**config.mk**
```make
export PLATFORM = sky130hd
export DESIGN_NAME = pfc_host
export DESIGN_NICKNAME = d
export VERILOG_FILES = /design/src/core/pfc_pkg.sv /design/src/core/pfc_host.sv
export VERILOG_INCLUDE_DIRS = /design/src /design/src/core
export SDC_FILE = /design/constraint.sdc
export NUM_CORES = 1
export LEC_CHECK = 0
export ABC_AREA = 1
export BUFFER_PORTS_ARGS = -buffer_cell sky130_fd_sc_hd__buf_2
export CORE_MARGIN = 2
export CORE_UTILIZATION = 48
export CTS_CLUSTER_DIAMETER = 40
export DETAILED_ROUTE_END_ITERATION = 12
export PLACE_DENSITY = 0.73
export SLEW_MARGIN = 40
export SYNTH_ARGS = -nofsm -noshare
export SYNTH_HDL_FRONTEND = slang
export SYNTH_SLANG_ARGS = --single-unit
```
**constraint.sdc**
```tcl
create_clock -name clk -period 2.6 [get_ports clk]
set_input_delay 0.13 -clock clk [delete_from_list [all_inputs] [get_ports clk]]
set_output_delay 0.13 -clock clk [all_outputs]
set_load 0.02 [all_outputs]
```
**src/core/pfc_defs.svh**
```systemverilog
// Timing and field constants for the parallel flash host controller
`ifndef PFC_DEFS_SVH
`define PFC_DEFS_SVH
// ==========================================
// Clock
`define PFC_CLK_MHZ        50
// ==========================================
// Times in ns (least times, rounded up to cycles)
`define PFC_T_ACC_NS       90
`define PFC_T_WP_NS        35
`define PFC_T_SETUP_NS     20
`define PFC_T_RP_NS        500
`define PFC_T_RH_NS        50
// Longest time the flash may stay busy after reset, in ns
`define PFC_T_READY_NS     20000
// Protect or unprotect strobe width, in us
`define PFC_T_HV_PULSE_US  100
// ==========================================
// Cycle counts derived from the times
`define PFC_CYC_UP(ns)     (((ns) * `PFC_CLK_MHZ + 999) / 1000)
`define PFC_ACC_CYC        `PFC_CYC_UP(`PFC_T_ACC_NS)
`define PFC_WP_CYC         `PFC_CYC_UP(`PFC_T_WP_NS)
`define PFC_SETUP_CYC      `PFC_CYC_UP(`PFC_T_SETUP_NS)
`define PFC_RP_CYC         `PFC_CYC_UP(`PFC_T_RP_NS)
`define PFC_RH_CYC         `PFC_CYC_UP(`PFC_T_RH_NS)
`define PFC_READY_CYC      `PFC_CYC_UP(`PFC_T_READY_NS)
`define PFC_HV_PULSE_CYC   (`PFC_T_HV_PULSE_US * `PFC_CLK_MHZ)
// Extra cycles a read waits for the data synchroniser
`define PFC_SYNC_CYC       2
// ==========================================
// Address field positions
`define PFC_A1_BIT         1
`define PFC_A6_BIT         6
`define PFC_ADDR_W         22
`define PFC_DATA_W         8
// Protected verify code bit
`define PFC_PROT_BIT       0
`endif

```
**src/core/pfc_pkg.sv**
```systemverilog
// Types shared by the parallel flash host controller
package pfc_pkg;
    // ==========================================
    // Operations a user may request
    typedef enum logic [2:0] {
        PFC_OP_READ,
        PFC_OP_WRITE,
        PFC_OP_RESET,
        PFC_OP_VERIFY,
        PFC_OP_PROTECT,
        PFC_OP_UNPROTECT
    } pfc_op_t;
    // Controller states
    typedef enum logic [3:0] {
        PFC_IDLE,
        PFC_RD_WAIT,
        PFC_WR_SETUP,
        PFC_WR_PULSE,
        PFC_WR_HOLD,
        PFC_RST_LOW,
        PFC_RST_BUSY,
        PFC_RST_RECOVER,
        PFC_HV_SETUP,
        PFC_HV_PULSE,
        PFC_HV_HOLD
    } pfc_state_t;
endpackage

```
**src/core/pfc_host.sv**
```systemverilog
// Host controller that drives an asynchronous byte-wide flash through its pins
// Behaviour
// Verify answers 00h unprotected, 01h protected
// Read: select and gate low, strobe high
// After reset, plain reads give array data
// Array read holds until a command write
// Write: strobe and select low, gate high
// Bad sequences return flash to array read
// Auto-select codes read with normal timing
// Accel level only during accelerated programming
// Standby floats outputs regardless of gate
// No recovery delay after reset standby (host waits PFC_RH_CYC after a reset pulse)
// Flash self-standbys on stable address
// Gate high floats flash data outputs
// Reset pulse at least minimum width
// Host reissues operation interrupted by reset (host only returns busy_seen in rsp_data bit 0)
// Flash busy after reset, bounded wait
// Wait recovery delay before first read
// Protected groups refuse program and erase
// Protect: high level, A6 low, strobe pulse
// Hardware verify: A1 high, Q0 flags protect
// In-system verify via identification command
// Unprotect: high level, A6 high, strobe pulse
// High level on reset lifts protection
// Address on later fall, data earlier rise
`timescale 1ns/10ps
`default_nettype none
`include "pfc_defs.svh"

module pfc_host #(
    parameter int HV_PULSE_CYC = `PFC_HV_PULSE_CYC  // Protect strobe width
) (
    input  wire logic                     clk,
    input  wire logic                     rst,
    // User command port
    input  wire logic                     cmd_valid,
    output logic                          cmd_ready,
    input  wire logic [2:0]               cmd_op,
    input  wire logic [`PFC_ADDR_W-1:0]   cmd_addr,
    input  wire logic [`PFC_DATA_W-1:0]   cmd_data,
    input  wire logic                     cmd_accel,
    input  wire logic                     temp_unprotect,
    output logic                          rsp_valid,
    output logic [`PFC_DATA_W-1:0]        rsp_data,
    output logic                          rsp_protected,
    // Flash pins
    output logic [`PFC_ADDR_W-1:0]        flash_addr,
    output logic                          chip_select_n,
    output logic                          output_gate_n,
    output logic                          write_strobe_n,
    output logic                          hard_reset_n,
    input  wire logic [`PFC_DATA_W-1:0]   dq_in,
    output logic [`PFC_DATA_W-1:0]        dq_out,
    output logic                          dq_oe,
    input  wire logic                     ready_busy_n,
    output logic                          hv_id_line_en,
    output logic                          hv_gate_en,
    output logic                          hv_reset_en,
    output logic                          accel_en
);
    // ==========================================
    // State
    pfc_pkg::pfc_state_t      state;        // Sequencer state
    pfc_pkg::pfc_state_t      next_state;
    logic [15:0]              cnt;          // Phase timer
    logic [15:0]              next_cnt;
    logic                     busy_seen;    // Flash went busy after reset
    logic                     next_busy_seen;
    logic                     is_verify;    // Current read is a verify
    logic                     next_is_verify;
    logic                     next_rsp_valid;
    logic [`PFC_DATA_W-1:0]   next_rsp_data;
    logic                     next_rsp_protected;
    logic [`PFC_ADDR_W-1:0]   next_flash_addr;
    logic [`PFC_DATA_W-1:0]   next_dq_out;
    logic                     next_cs_n;
    logic                     next_oe_n;
    logic                     next_we_n;
    logic                     next_rst_n;
    logic                     next_dq_oe;
    logic                     next_hv_id;
    logic                     next_hv_gate;
    logic                     next_accel;
    // Pin synchronisers
    logic [`PFC_DATA_W-1:0]   dq_s1;        // First stage, read by dq_s2 only
    logic [`PFC_DATA_W-1:0]   dq_s2;
    logic                     rb_s1;        // First stage, read by rb_s2 only
    logic                     rb_s2;
    logic                     temp_s;       // Registered unprotect level

    // Idle-only acceptance keeps one operation on the pins at a time
    assign cmd_ready = (state == pfc_pkg::PFC_IDLE);

    // ==========================================
    // Synchronise flash-driven pins and the unprotect level
    always_ff @(posedge clk or posedge rst) begin
        if (rst) begin
            dq_s1 <= 8'h00;
            dq_s2 <= 8'h00;
            rb_s1 <= 1'b1;
            rb_s2 <= 1'b1;
            temp_s <= 1'b0;
            hv_reset_en <= 1'b0;
        end else begin
            dq_s1 <= dq_in;
            dq_s2 <= dq_s1;
            rb_s1 <= ready_busy_n;
            rb_s2 <= rb_s1;
            temp_s <= temp_unprotect;
            // Level on reset drops one cycle after the reset pin falls and returns one cycle after it rises
            hv_reset_en <= temp_s && (state != pfc_pkg::PFC_RST_LOW);
        end
    end

    // ==========================================
    // Next-value logic for the sequencer and pins
    always_comb begin
        next_state = state;
        next_cnt = (cnt == 16'h0000) ? 16'h0000 : cnt - 16'h0001;
        next_busy_seen = busy_seen;
        next_is_verify = is_verify;
        next_rsp_valid = 1'b0;
        next_rsp_data = rsp_data;
        next_rsp_protected = rsp_protected;
        next_flash_addr = flash_addr;
        next_dq_out = dq_out;
        next_cs_n = chip_select_n;
        next_oe_n = output_gate_n;
        next_we_n = write_strobe_n;
        next_rst_n = hard_reset_n;
        next_dq_oe = dq_oe;
        next_hv_id = hv_id_line_en;
        next_hv_gate = hv_gate_en;
        next_accel = accel_en;
        case (state)
            pfc_pkg::PFC_IDLE: begin
                // Park everything deselected; stable address lets flash idle
                next_cs_n = 1'b1;
                next_oe_n = 1'b1;
                next_we_n = 1'b1;
                next_dq_oe = 1'b0;
                if (cmd_valid) begin
                    next_flash_addr = cmd_addr;
                    next_dq_out = cmd_data;
                    case (cmd_op)
                        3'h0, 3'h3: begin
                            // Read or verify: select and gate, strobe high
                            next_is_verify = (cmd_op == 3'h3);
                            next_hv_id = (cmd_op == 3'h3);
                            if (cmd_op == 3'h3) begin
                                next_flash_addr[`PFC_A1_BIT] = 1'b1;
                            end
                            next_cs_n = 1'b0;
                            next_oe_n = 1'b0;
                            next_cnt = 16'(`PFC_ACC_CYC + `PFC_SYNC_CYC);
                            next_state = pfc_pkg::PFC_RD_WAIT;
                        end
                        3'h1: begin
                            // Command or program byte; address set before strobes
                            next_cs_n = 1'b0;
                            next_dq_oe = 1'b1;
                            next_accel = cmd_accel;
                            next_cnt = 16'(`PFC_SETUP_CYC);
                            next_state = pfc_pkg::PFC_WR_SETUP;
                        end
                        3'h2: begin
                            next_rst_n = 1'b0;
                            next_busy_seen = 1'b0;
                            next_cnt = 16'(`PFC_RP_CYC);
                            next_state = pfc_pkg::PFC_RST_LOW;
                        end
                        3'h4, 3'h5: begin
                            // High level on id line and gate, A6 picks the action
                            next_flash_addr[`PFC_A6_BIT] = (cmd_op == 3'h5);
                            next_cs_n = 1'b0;
                            next_hv_id = 1'b1;
                            next_hv_gate = 1'b1;
                            next_cnt = 16'(`PFC_SETUP_CYC);
                            next_state = pfc_pkg::PFC_HV_SETUP;
                        end
                        default: begin
                            // Unknown code is answered at once and only loads the address and data registers
                            next_rsp_valid = 1'b1;
                        end
                    endcase
                end
            end
            pfc_pkg::PFC_RD_WAIT: begin
                if (cnt == 16'h0000) begin
                    next_rsp_data = dq_s2;
                    next_rsp_protected = is_verify && dq_s2[`PFC_PROT_BIT];
                    next_rsp_valid = 1'b1;
                    next_cs_n = 1'b1;
                    next_oe_n = 1'b1;
                    next_hv_id = 1'b0;
                    next_state = pfc_pkg::PFC_IDLE;
                end
            end
            pfc_pkg::PFC_WR_SETUP: begin
                if (cnt == 16'h0000) begin
                    next_we_n = 1'b0;
                    next_cnt = 16'(`PFC_WP_CYC);
                    next_state = pfc_pkg::PFC_WR_PULSE;
                end
            end
            pfc_pkg::PFC_WR_PULSE: begin
                if (cnt == 16'h0000) begin
                    // Strobe rises first so data is taken while still driven
                    next_we_n = 1'b1;
                    next_state = pfc_pkg::PFC_WR_HOLD;
                end
            end
            pfc_pkg::PFC_WR_HOLD: begin
                next_cs_n = 1'b1;
                next_dq_oe = 1'b0;
                next_accel = 1'b0;
                next_rsp_valid = 1'b1;
                next_state = pfc_pkg::PFC_IDLE;
            end
            pfc_pkg::PFC_RST_LOW: begin
                if (cnt == 16'h0000) begin
                    next_rst_n = 1'b1;
                    next_cnt = 16'(`PFC_READY_CYC);
                    next_state = pfc_pkg::PFC_RST_BUSY;
                end
            end
            pfc_pkg::PFC_RST_BUSY: begin
                // Flash may hold busy while its algorithm unwinds
                if (!rb_s2) begin
                    next_busy_seen = 1'b1;
                end
                if (rb_s2 || cnt == 16'h0000) begin
                    next_cnt = 16'(`PFC_RH_CYC);
                    next_state = pfc_pkg::PFC_RST_RECOVER;
                end
            end
            pfc_pkg::PFC_RST_RECOVER: begin
                if (cnt == 16'h0000) begin
                    // Busy flag tells the user an operation was cut short
                    next_rsp_data = {7'h00, busy_seen};
                    next_rsp_valid = 1'b1;
                    next_state = pfc_pkg::PFC_IDLE;
                end
            end
            pfc_pkg::PFC_HV_SETUP: begin
                if (cnt == 16'h0000) begin
                    next_we_n = 1'b0;
                    next_cnt = 16'(HV_PULSE_CYC);
                    next_state = pfc_pkg::PFC_HV_PULSE;
                end
            end
            pfc_pkg::PFC_HV_PULSE: begin
                if (cnt == 16'h0000) begin
                    next_we_n = 1'b1;
                    next_state = pfc_pkg::PFC_HV_HOLD;
                end
            end
            pfc_pkg::PFC_HV_HOLD: begin
                next_cs_n = 1'b1;
                next_hv_id = 1'b0;
                next_hv_gate = 1'b0;
                next_rsp_valid = 1'b1;
                next_state = pfc_pkg::PFC_IDLE;
            end
            default: begin
                next_state = pfc_pkg::PFC_IDLE;
            end
        endcase
    end

    // ==========================================
    // Register the sequencer and pins
    always_ff @(posedge clk or posedge rst) begin
        if (rst) begin
            state <= pfc_pkg::PFC_IDLE;
            cnt <= 16'h0000;
            busy_seen <= 1'b0;
            is_verify <= 1'b0;
            rsp_valid <= 1'b0;
            rsp_data <= 8'h00;
            rsp_protected <= 1'b0;
            flash_addr <= 22'h000000;
            dq_out <= 8'h00;
            chip_select_n <= 1'b1;
            output_gate_n <= 1'b1;
            write_strobe_n <= 1'b1;
            hard_reset_n <= 1'b1;
            dq_oe <= 1'b0;
            hv_id_line_en <= 1'b0;
            hv_gate_en <= 1'b0;
            accel_en <= 1'b0;
        end else begin
            state <= next_state;
            cnt <= next_cnt;
            busy_seen <= next_busy_seen;
            is_verify <= next_is_verify;
            rsp_valid <= next_rsp_valid;
            rsp_data <= next_rsp_data;
            rsp_protected <= next_rsp_protected;
            flash_addr <= next_flash_addr;
            dq_out <= next_dq_out;
            chip_select_n <= next_cs_n;
            output_gate_n <= next_oe_n;
            write_strobe_n <= next_we_n;
            hard_reset_n <= next_rst_n;
            dq_oe <= next_dq_oe;
            hv_id_line_en <= next_hv_id;
            hv_gate_en <= next_hv_gate;
            accel_en <= next_accel;
        end
    end
endmodule

`default_nettype wire

```
==> results.rst <==
.. list-table::
   :header-rows: 1

   * - Metric
     - Value
   * - Worst-path maximum fanout
     - 36
   * - Height of the chip
     - 95.8 µm
   * - Arrival time of data at the critical path endpoint
     - 2.23 ns
   * - FF/Latch Area
     - 2260 µm²
   * - Largest net degree at the start of global routing
     - 54
   * - Worst IR Drop VDD
     - 0.675 mV
   * - Half-perimeter wire length after placement
     - 6.53 mm
   * - List of most frequent post-synthesis cells
     - nand2_1, dfrtp_1, nor2_1
   * - Top post-synthesis cells by area
     - dfrtp_1, nand2_1, nor2_1, dfstp_2, inv_1
   * - ANT nets after route
     - 0
   * - Boundary pin count
     - 97
   * - Placer congestion estimate
     - 0.890
   * - Total leakage power
     - 2.86 nW
   * - Overall power consumption
     - 5.89 mW
   * - Final Slew Violations
     - 0
   * - Share of the synthesized area in compound gates (AO/OA/AOI/OAI)
     - 5.91%
   * - Die ar.
     - 9170 µm²
   * - Fraction of synthesized cell area taken by the top area cell type
     - 52.0%
   * - Wire length reported by the detailed router
     - 9.66 mm
   * - Number of optimization iterations in the first detailed-route pass
     - 5
   * - Gate Count Post-Synth
     - 478
   * - Number of synthesized register bits
     - 90
   * - Proportion of synthesized chip area in sequential cells
     - 55.9%
   * - Library cell used as clock root buffer
     - clkbuf_8
   * - Max Freq
     - 0.520 GHz
   * - Number of fillers in the final layout
     - 680
   * - 1st-iter DRT viols
     - 221
   * - CTS H-tree lvls
     - 3
   * - Most used DFF post-synth
     - dfrtp_1
   * - Total of max-cap violations
     - 0
   * - Via density
     - 5.01
   * - Final antenna diode count
     - 0
   * - Width of the die
     - 95.8 µm
   * - Xor-xnor portion of the synthesized cell area
     - 1.73%
   * - Measured slew at the worst slew-check pin
     - 0.667 ns
   * - Dominant combinational cell family by area after synthesis
     - simple AND/OR/NAND/NOR gates
   * - Row count
     - 33
   * - Setup Slack @ Placement
     - 0.715 ns
   * - Number of distinct library cell variants in the gate-level netlist after synthesis
     - 34
   * - Input/output buffers
     - 96
   * - Total via count after detailed routing
     - 3654
   * - Share of async-settable or async-resettable flops after synthesis
     - 100%
   * - # setup viols final
     - 0
   * - Startpoint Class
     - flop
   * - Number of enable-type register cells in the synthesized netlist
     - 0
   * - CTS tree
     - built
   * - Clk sink count
     - 90
   * - Hold violation count in the final report
     - 0
   * - Nets
     - 668
   * - Global-route wire length before repair
     - 16.3 mm
   * - Final worst path period need
     - 1.92 ns
   * - Cell area after synthesis
     - 4040 µm²
   * - Yosys warnings
     - 0
   * - Number of DRC violations after detailed routing
     - 0
   * - Run status
     - finished clean
   * - Setup total negative slack
     - 0 ns
   * - Type of the worst setup path
     - reg -> reg
   * - Synth Net Count
     - 527
   * - Number of cells in the design after placement
     - 674
   * - Sort of element at the end of the critical path
     - flop
   * - Global route overflow
     - 0
   * - Final setup slack of the worst path
     - 0.676 ns
   * - Wire per inst
     - 13.2 µm
   * - Classification of the worst-slack hold path
     - in -> reg
   * - Proportion of synthesized area in mux cells
     - 0.279%
   * - Area of the multi-input gates
     - 1580 µm²
   * - Clock-pin slew reported for the worst setup and hold paths after clock tree synthesis
     - 0.10 ns
   * - Adder-cell share of the synthesized area
     - 0.619%
   * - P&R area growth vs syn
     - 29.2%
   * - Share of final-layout standard cells stronger than drive strength 1
     - 25.2%
   * - Number of global-route vias before repair
     - 3545
   * - Clock tree skew after final layout
     - 0.0104 ns
   * - Area of the core
     - 8180 µm²
   * - Final Non-Filler Cells
     - 729
   * - Mean instance size in the synthesized netlist
     - 8.46 µm²
   * - Antenna violations before repair
     - 0
   * - Power per cell area
     - 1130 nW/µm²
   * - Total GRT Usage
     - 23.3%
   * - Most frequent cell after synthesis
     - nand2_1
   * - Buffer depth of the longest clock path
     - 2
   * - Total of cells resized after clock tree synthesis
     - 0
   * - Worst endpoint required time
     - 2.90 ns
   * - Setup repair after global routing missed its margin
     - false
   * - Library cell occupying the most area in the post-synthesis netlist
     - dfrtp_1
   * - Simple-Gate Fraction of Synth Area
     - 30.5%
   * - TritonCTS buffer count
     - 9
   * - Clock latency at the later pin of the worst-skew pair
     - 0.37 ns
   * - Portion of the clock cycle consumed by the worst path in the final layout
     - 74.0%
   * - Initial cell density of the core
     - 49.4%
   * - Max transition margin
     - 55.5%
==> area by class of cell <==
class / instances / share of cell area, %
clock buffers: 9 / 2.37
clock inverters: 7 / 1.39
flip-flops and latches: 90 / 43.2
well taps: 105 / 2.51
inverters: 40 / 2.95
multi-input cells: 340 / 30.2
repair buffers: 138 / 17.3
==> what timing repair did <==
item / 4_1_cts / 5_1_grt
buffers inserted: 0 / 0
endpoints found under the hold margin: 73 / 0
hold buffers: 39 / 0
==> state kept, by name, summed over array words and instances (netlist names), 4 cells and up <==
| signal | flops |
|---|---|
| flash_addr | 22 |
| cnt | 16 |
| dq_out | 8 |
| state | 4 |
| rsp_data | 8 |
| dq_s2 | 8 |
| dq_s1 | 8 |
==> critical path: stages (launching register included) <==
cell and delay, ns:
dfrtp_1 0.44, nor2_2 0.18, inv_2 0.08, nor2_4 0.13, nand2_4 0.23, inv_2 0.27, buf_4 0.28, a21oi_1 0.09
a21oi_1 0.11
==> through the flow <==
step           util (%)  cell area (µm²)  hold slack, ns
2_1_floorplan         -             4040           0.134
3_3_place_gp       56.7             4640           0.236
3_5_place_dp       56.7             4640           0.236
4_1_cts            63.9             5230          0.0422
5_1_grt            63.9             5230          0.0500
6_report           63.9             5230          0.0434
==> path summary, 6_finish.rpt <==
kind	depth (start not counted)	to	slack (ns)	startpoint
max	8	accel_en	0.68	state[3]
min	3	flash_addr[1]	0.04	cmd_addr[1]
max reg2reg	8	accel_en	0.68	state[3]
min reg2reg	0	dq_s2[7]	0.35	dq_s1[7]
max in group asynchronous	4	hard_reset_n	1.45	rst
min in group asynchronous	3	flash_addr[1]	0.41	rst
==> layer usage <==
| layer | share of wire [%] | GRT usage [%] | up-vias |
|---|---|---|---|
| li1 | - | - | 1786 |
| met1 | 44 | 29.9 | 1712 |
| met2 | 48 | 37.1 | 129 |
| met3 | 6.0 | 5.09 | 27 |
| met4 | 2.7 | 11.9 | 0 |
| met5 | 0 | 0 | - |
==> power breakdown <==
part	internal, mW	switching, mW	total, mW
clock network	0.375	0.570	0.945
registers	1.89	0.306	2.20
logic	0.928	1.82	2.75
==> cells in the final DEF (no fill, tap or decap), types with 2 or more instances in the layout <==
master and count:
nor3_1 2, nand4_1 7, inv_2 7, buf_2 96
buf_4 2, dlygate4sd3_1 39, o21ai_0 19, clkinv_2 3
nand3_4 2, o21ai_2 2, inv_1 30, o21ai_1 4
nor2_1 53, nand2_2 7, o211ai_1 2, nand2_4 2
xor2_1 6, a21oi_1 14, nor2_2 8, clkinv_4 2
nand3_2 2, dfstp_2 6, inv_8 2, clkbuf_8 9
nand3b_1 3, nand2_1 174, dfrtp_1 84, nand3_1 23
ha_1 2, xnor2_1 2
==> cell families after synthesis <==
family / count (synthesis)
and+or+nand+nor: 285
muxes: 1
buffers and inverters: 48
DFF: 90
adders and majority gates: 2
xor gates and xnor gates: 8
AOI/OAI and AO/OA: 44
No activity file was read; power rests on OpenSTA's default activity.
